--- config.mk ---
export PLATFORM = sky130hd
export DESIGN_NAME = mps_store_unit
export DESIGN_NICKNAME = d
export VERILOG_FILES = /design/src/mps_pkg.sv /design/src/mps_lane_map.sv /design/src/mps_store_unit.sv
export SDC_FILE = /design/constraint.sdc
export NUM_CORES = 1
export LEC_CHECK = 0
export ABC_CLOCK_PERIOD_IN_PS = 5200
export BUFFER_PORTS_ARGS = -buffer_cell sky130_fd_sc_hd__buf_2
export CAP_MARGIN = 20
export CORE_AREA = 2 2 198 200
export DETAILED_ROUTE_END_ITERATION = 12
export DIE_AREA = 0 0 200 202
export GPL_ROUTABILITY_DRIVEN = 0
export SLEW_MARGIN = 20
export SYNTH_ARGS = -nofsm -noshare
export SYNTH_HDL_FRONTEND = slang
export SYNTH_SLANG_ARGS = --single-unit
--- constraint.sdc ---
create_clock -name clock_in -period 5.2 [get_ports clock_in]
set_input_delay 0.52 -clock clock_in [delete_from_list [all_inputs] [get_ports clock_in]]
set_output_delay 0.52 -clock clock_in [all_outputs]
set_load 0.005 [all_outputs]
--- src/mps_pkg.sv ---
package mps_pkg;

    // Partial-store selector codes
    localparam logic [7:0] BYTE_LANE_PRIMARY_SEL = 8'hc0;
    localparam logic [7:0] BYTE_LANE_SECONDARY_SEL = 8'hc1;
    localparam logic [7:0] HALF_LANE_PRIMARY_SEL = 8'hc2;
    localparam logic [7:0] HALF_LANE_SECONDARY_SEL = 8'hc3;
    localparam logic [7:0] WORD_LANE_PRIMARY_SEL = 8'hc4;
    localparam logic [7:0] WORD_LANE_SECONDARY_SEL = 8'hc5;
    localparam logic [7:0] BYTE_LANE_PRIMARY_LE_SEL = 8'hc8;
    localparam logic [7:0] BYTE_LANE_SECONDARY_LE_SEL = 8'hc9;
    localparam logic [7:0] HALF_LANE_PRIMARY_LE_SEL = 8'hca;
    localparam logic [7:0] HALF_LANE_SECONDARY_LE_SEL = 8'hcb;
    localparam logic [7:0] WORD_LANE_PRIMARY_LE_SEL = 8'hcc;
    localparam logic [7:0] WORD_LANE_SECONDARY_LE_SEL = 8'hcd;

    // Field positions inside the selector, and the address alignment width
    localparam int SEL_SPACE_BIT = 0;
    localparam int SEL_LE_BIT = 3;
    localparam int ALIGN_BITS = 3;

    typedef enum logic [1:0] {
        MPS_LANE_BYTE = 2'b00,
        MPS_LANE_HALF = 2'b01,
        MPS_LANE_WORD = 2'b10,
        MPS_LANE_NONE = 2'b11
    } mps_lane_e;

    // Request from decode
    typedef struct packed {
        logic is_alt_store;
        logic imm_sel;
        logic [7:0] space_sel;
        logic [63:0] addr;
        logic [63:0] lane_mask;
        logic [63:0] fp_data;
    } mps_req_s;

    // Store going to the load-store path
    typedef struct packed {
        logic secondary;
        logic [63:0] addr;
        logic [7:0] byte_en;
        logic [63:0] data;
    } mps_store_s;

    // Watchpoint configuration
    typedef struct packed {
        logic [63:0] va_addr;
        logic [63:0] pa_addr;
        logic [7:0] va_mask;
        logic [7:0] pa_mask;
    } mps_watch_s;

    // Trap vector
    typedef struct packed {
        logic float_unit_off_trap;
        logic illegal_opcode;
        logic misaligned;
        logic virtual_watch_trap;
        logic physical_watch_trap;
        logic data_access_exc;
        logic data_access_err;
        logic quick_translation_miss_trap;
        logic quick_protection_trap;
    } mps_trap_s;

    localparam mps_trap_s TRAP_NONE = '0;
    localparam mps_store_s STORE_NONE = '0;

endpackage

--- src/mps_lane_map.sv ---
`timescale 1ns/10ps
// Turns lane mask and lane width into a byte enable, and orders the data
module mps_lane_map
(
    // Selection
    input wire mps_pkg::mps_lane_e lane_in,
    input wire logic little_in,
    // Operands
    input wire logic [63:0] mask_in,
    input wire logic [63:0] data_in,
    // Result, byte 0 at the lowest memory address
    output logic [7:0] byte_en_out,
    output logic [63:0] data_out
);

    logic [7:0] en_reg;
    logic [63:0] be_data;

    // Mask bit 0 names the least significant lane; only as many low bits count
    // as there are lanes, so stray upper mask bits are ignored
    genvar g;
    generate
        for (g = 0; g < 8; g++)
        begin : g_byte
            assign en_reg[g] = (lane_in == mps_pkg::MPS_LANE_BYTE) ? mask_in[g] :
                (lane_in == mps_pkg::MPS_LANE_HALF) ? mask_in[g / 2] :
                (lane_in == mps_pkg::MPS_LANE_WORD) ? mask_in[g / 4] : 1'b0;
            // Big-endian: most significant register byte at lowest address
            assign be_data[8 * (7 - g) +: 8] = data_in[8 * g +: 8];
        end
    endgenerate

    // Little-endian swaps bytes within each lane only
    function automatic logic [63:0] le_swap(input mps_pkg::mps_lane_e l, input logic [63:0] d);
        logic [63:0] r;
        r = d;
        for (int i = 0; i < 8; i++)
        begin
            if (l == mps_pkg::MPS_LANE_HALF)
            begin
                r[8 * i +: 8] = d[8 * (i ^ 1) +: 8];
            end
            else if (l == mps_pkg::MPS_LANE_WORD)
            begin
                r[8 * i +: 8] = d[8 * (i ^ 3) +: 8];
            end
        end
        return r;
    endfunction

    // Memory byte k takes register byte 7-k (big) or lane-swapped (little)
    logic [7:0] be_en;
    generate
        for (g = 0; g < 8; g++)
        begin : g_pos
            assign be_en[g] = en_reg[7 - g];
        end
    endgenerate

    logic [63:0] le_data;
    assign le_data = le_swap(lane_in, be_data);
    assign byte_en_out = be_en;
    assign data_out = little_in ? le_data : be_data;

endmodule

--- src/mps_store_unit.sv ---
`timescale 1ns/10ps
// Functional notes
// - Partial store happens only for alternate-space double store with a partial-store selector.
// - Selector picks eight byte, four half or two word lanes.
// - Even selector codes use primary space, odd codes secondary space.
// - Selectors C8 to CD store little-endian; others big-endian.
// - Data from the fp register, address from first source, mask from second.
// - Highest used mask bit governs the most significant lane.
// - Mask bit 0 is the least significant lane.
// - Watch trap needs address match, some byte stored, and a watched byte.
// - Watch logic may treat every partial store as writing all bytes.
// - Watch logic may treat any nonzero watch mask as all bytes watched.
// - Immediate-select bit set raises illegal opcode trap.
// - Float-off, misaligned, access exception, error, miss and protection traps are reported.
module mps_store_unit
#(
    parameter bit WATCH_FULL_STORE = 1'b0,
    parameter bit WATCH_ANY_MASK = 1'b0
)
(
    // Clock and reset
    input wire logic clock_in,
    input wire logic rst_in,
    // Decode side
    input wire logic req_valid_in,
    input wire mps_pkg::mps_req_s req_in,
    input wire logic fpu_enabled_in,
    // Watchpoint configuration from the cache unit control register
    input wire mps_pkg::mps_watch_s watch_in,
    // Translation results from the MMU for this request
    input wire logic mmu_access_exc_in,
    input wire logic mmu_access_err_in,
    input wire logic mmu_miss_in,
    input wire logic mmu_prot_in,
    // Load-store path
    output logic store_valid_out,
    output mps_pkg::mps_store_s store_out,
    // Traps and completion
    output logic done_out,
    output logic not_partial_out,
    output mps_pkg::mps_trap_s trap_out
);

    logic store_valid_r;
    mps_pkg::mps_store_s store_r;
    logic done_r;
    logic not_partial_r;
    mps_pkg::mps_trap_s trap_r;

    wire [7:0] sel = req_in.space_sel;
    wire is_byte = (sel == mps_pkg::BYTE_LANE_PRIMARY_SEL)
        || (sel == mps_pkg::BYTE_LANE_SECONDARY_SEL)
        || (sel == mps_pkg::BYTE_LANE_PRIMARY_LE_SEL)
        || (sel == mps_pkg::BYTE_LANE_SECONDARY_LE_SEL);
    wire is_half = (sel == mps_pkg::HALF_LANE_PRIMARY_SEL)
        || (sel == mps_pkg::HALF_LANE_SECONDARY_SEL)
        || (sel == mps_pkg::HALF_LANE_PRIMARY_LE_SEL)
        || (sel == mps_pkg::HALF_LANE_SECONDARY_LE_SEL);
    wire is_word = (sel == mps_pkg::WORD_LANE_PRIMARY_SEL)
        || (sel == mps_pkg::WORD_LANE_SECONDARY_SEL)
        || (sel == mps_pkg::WORD_LANE_PRIMARY_LE_SEL)
        || (sel == mps_pkg::WORD_LANE_SECONDARY_LE_SEL);
    wire is_partial = is_byte || is_half || is_word;
    wire take = req_valid_in && req_in.is_alt_store && is_partial;
    // Non-partial alternate stores are left to the ordinary store path
    wire other = req_valid_in && !(req_in.is_alt_store && is_partial);

    mps_pkg::mps_lane_e lane;
    assign lane = is_byte ? mps_pkg::MPS_LANE_BYTE :
        is_half ? mps_pkg::MPS_LANE_HALF :
        is_word ? mps_pkg::MPS_LANE_WORD : mps_pkg::MPS_LANE_NONE;
    wire secondary = sel[mps_pkg::SEL_SPACE_BIT];
    wire little = sel[mps_pkg::SEL_LE_BIT];

    logic [7:0] byte_en;
    logic [63:0] mem_data;
    mps_lane_map u_map
    (
        .lane_in(lane),
        .little_in(little),
        .mask_in(req_in.lane_mask),
        .data_in(req_in.fp_data),
        .byte_en_out(byte_en),
        .data_out(mem_data)
    );

    // Watchpoint check on the 8-byte aligned doubleword
    wire [7:0] watch_bytes = WATCH_FULL_STORE ? 8'hff : byte_en;
    wire [7:0] va_watch = (WATCH_ANY_MASK && (|watch_in.va_mask)) ? 8'hff : watch_in.va_mask;
    wire [7:0] pa_watch = (WATCH_ANY_MASK && (|watch_in.pa_mask)) ? 8'hff : watch_in.pa_mask;
    wire va_hit = (req_in.addr[63:3] == watch_in.va_addr[63:3])
        && (|byte_en) && (|(watch_bytes & va_watch));
    // Physical address is supplied on the same address field after translation
    wire pa_hit = (req_in.addr[63:3] == watch_in.pa_addr[63:3])
        && (|byte_en) && (|(watch_bytes & pa_watch));

    mps_pkg::mps_trap_s trap_nxt;
    always_comb
    begin
        trap_nxt = mps_pkg::TRAP_NONE;
        trap_nxt.float_unit_off_trap = !fpu_enabled_in;
        trap_nxt.illegal_opcode = req_in.imm_sel;
        trap_nxt.misaligned = |req_in.addr[mps_pkg::ALIGN_BITS - 1:0];
        trap_nxt.data_access_exc = mmu_access_exc_in;
        trap_nxt.data_access_err = mmu_access_err_in;
        trap_nxt.quick_translation_miss_trap = mmu_miss_in;
        trap_nxt.quick_protection_trap = mmu_prot_in;
        trap_nxt.virtual_watch_trap = va_hit;
        trap_nxt.physical_watch_trap = pa_hit;
    end

    wire any_trap = |trap_nxt;
    // Any trap suppresses the memory write entirely
    wire do_store = take && !any_trap;

    mps_pkg::mps_store_s store_nxt;
    always_comb
    begin
        store_nxt = mps_pkg::STORE_NONE;
        store_nxt.secondary = secondary;
        store_nxt.addr = req_in.addr;
        store_nxt.byte_en = byte_en;
        store_nxt.data = mem_data;
    end

    always_ff @(posedge clock_in)
    begin
        if (rst_in)
        begin
            store_valid_r <= 1'b0;
            store_r <= mps_pkg::STORE_NONE;
            done_r <= 1'b0;
            not_partial_r <= 1'b0;
            trap_r <= mps_pkg::TRAP_NONE;
        end
        else
        begin
            store_valid_r <= do_store;
            store_r <= do_store ? store_nxt : mps_pkg::STORE_NONE;
            done_r <= take;
            not_partial_r <= other;
            trap_r <= take ? trap_nxt : mps_pkg::TRAP_NONE;
        end
    end

    assign store_valid_out = store_valid_r;
    assign store_out = store_r;
    assign done_out = done_r;
    assign not_partial_out = not_partial_r;
    assign trap_out = trap_r;

endmodule

==> metrics.cfg <==
[global_routing]
grt_util_all_layers_pct=16.1
grt_pass1_vias=7638
gr-total-overflow=0
use_met1_pct=18.0
use_met3_pct=5.37
top_usage_layer=met2
grt_max_degree=71
grtUsageMet2_pct=28.2
antenna_found_initial=6
grt_pass1_wl_um=47100

[yosys]
synth_area_leaders=dfxtp_1 43%, xor2_1 15%, and3_1 11%
synth_edf_count=0
synth.distinct_cells=45
ys_seq_area_share_pct=42.6
yosysTopAreaCell=dfxtp_1
async_flop_share_pct=0
synth_cells=786
avgSynthCellArea_um2=8.92
yosys_warnings=0
synth_top_cell_area_share_pct=42.6
synth-main-ff-cell=dfxtp_1
ys_ff_latch=149
netlist_area_mm2=0.00701

[setup_path]
crit_type=in2reg
cp.required_ns=5.52
cp_num_cells=10
crit_chain=buf_2 -> xor2_1 -> nor4_1 -> nand4_1 -> nor4_1 -> buf_4 -> a311oi_4 -> buf_4 -> buf_4 -> and3_1
critPathMostFrequentCell=buf_4
endpoint_kind=flip-flop
worst_path_dominant_cell_family=simple AND/OR/NAND/NOR gates
slowest_delay_ns=0.72
cp-start-kind=primary input
slowest_stage=nor4_1
path_buf_inv=4
cp_max_fo=70
arrival_ns=3.59
worstSetupStartpoint=req_in[134]

[status]
status=completed

[placed_design]
io_buffers=440
dp_slack_ns=1.36
dp_hpwl_um=26200

[layout]
areaGrowthSynthToFinish_pct=46.3
final_cell_mix=440 x buf_2, 149 x dfxtp_1, 128 x and3_1, 122 x xor2_1, 77 x nor2_1
drive_above_1_share_pct=40.8
num-nets-final=1548
nFillCells=4171
final_common_cell=buf_2

[detailed_routing]
drc=0
finalWirelength_um=33000
vias=7698
drt_iter0_drc=432
ant_nets=0
drt-vias-per-instance=4.46
firstDrtPassIters=4
post_drt_wl_per_cell_um=19.1

[timing]
period_minus_slack_ns=3.27
fin_setup_tns_ns=0
slew_headroom_pct=44.4
worstMarginPinSlew_ns=0.826
period_share_pct=62.8
layout_setup_ws_ns=1.93
finalSetupViolations=0
maxSlewViolCount=0
rsz0062_at_grt=false
hold_viol_final=0
fmax_mhz=306

[clock_tree]
cts_root_buf=clkbuf_16
cts_hold_buffers=0
clkSinkCount=149
post_cts_buffers=0
post_cts_resized=0
cts_made_buffers=17
cts_tree=yes
h-tree-depth=4
clk_pin_slew_ns=0.06
ctsLongestPathBuffers=2

[floorplanning]
ioPinCount=503
core.rowCount=72
die_w_um=200
fp.coreArea_mm2=0.0383
start_util_pct=18.3
die_h_um=202
dieArea_mm2=0.0404

[power_and_ir_drop]
ir_worst_vdd_uv=228
powerDensity_mw_per_mm2=271
p_leak_nw=5.39

[hold_path]
whs_endpoint=trap_out[8]
min_path_type=in2reg
holdCritStartpoint=fpu_enabled_in
hold_depth=2

[job]
maxCapViolCount=0

how the worst max path moves through the flow:
stage               endpoint  slack (ns)
2_1_floorplan  store_out[33]        2.87
3_3_place_gp   store_out[77]        1.38
3_5_place_dp   store_out[77]        1.36
4_1_cts        store_out[77]        1.87
5_1_grt        store_out[77]        1.79
6_report       store_out[77]        1.93
routing by layer:
metal	vias up	wire length [um]
li1	3631	-
met1	3633	12700
met2	388	16600
met3	44	2730
met4	2	877
met5	-	12
kinds of logic after synthesis:
kind of cell,synth area share (%)
AO/OA/AOI/OAI,13.5
multiplexers,0.910
buffers and inverters,4.69
other,0.0535
XOR/XNOR,15.2
AND/OR/NAND/NOR,23.0
flip-flops,42.6
cells in the mapped netlist, types with 5 or more instances:
cell	count
and3_1	128
a21oi_1	66
nand2_1	6
xor2_1	122
and2_1	9
clkbuf_1	43
mux2i_1	5
dfxtp_1	149
buf_6	9
o21ai_0	5
nor4_1	33
o22ai_1	64
nand4_1	10
buf_2	5
nor2_1	77
power by group:
group,switching [mW],internal [mW]
combinational,0.200,0.157
clock,0.530,0.748
sequential,0.000381,1.14
metrics by stage:
step                instances  area (um^2)  power, mW  hold slack [ns]  utilization (%)
finish                   1727        10300       2.78            0.242             26.8
CTS                      1725        10300       2.82            0.194             26.8
floorplan                 788         7020       1.31            0.592                -
global route             1726        10300       2.89            0.215             26.8
detailed placement       1693         9660       1.53            0.702             25.2
global placement         1693         9660       1.52            0.704             25.2
sequential cells by signal, indices dropped and copies added, names as in the netlist:
name             cells
not_partial_out      1
store_out          137
done_out             1
store_valid_out      1
trap_out             9
layout make-up:
cell class | count | area [um^2] | share of cell area (%)
inverter | 1 | 3.75 | 0.0366
timing repair buffer | 451 | 2280 | 22.3
clock inverter | 10 | 120 | 1.17
sequential | 149 | 2980 | 29.1
antenna | 2 | 5.00 | 0.0488
multi-input combinational | 574 | 3740 | 36.4
tap | 518 | 648 | 6.32
clock buffer | 22 | 474 | 4.62
Power figures use the tool's default switching activity.
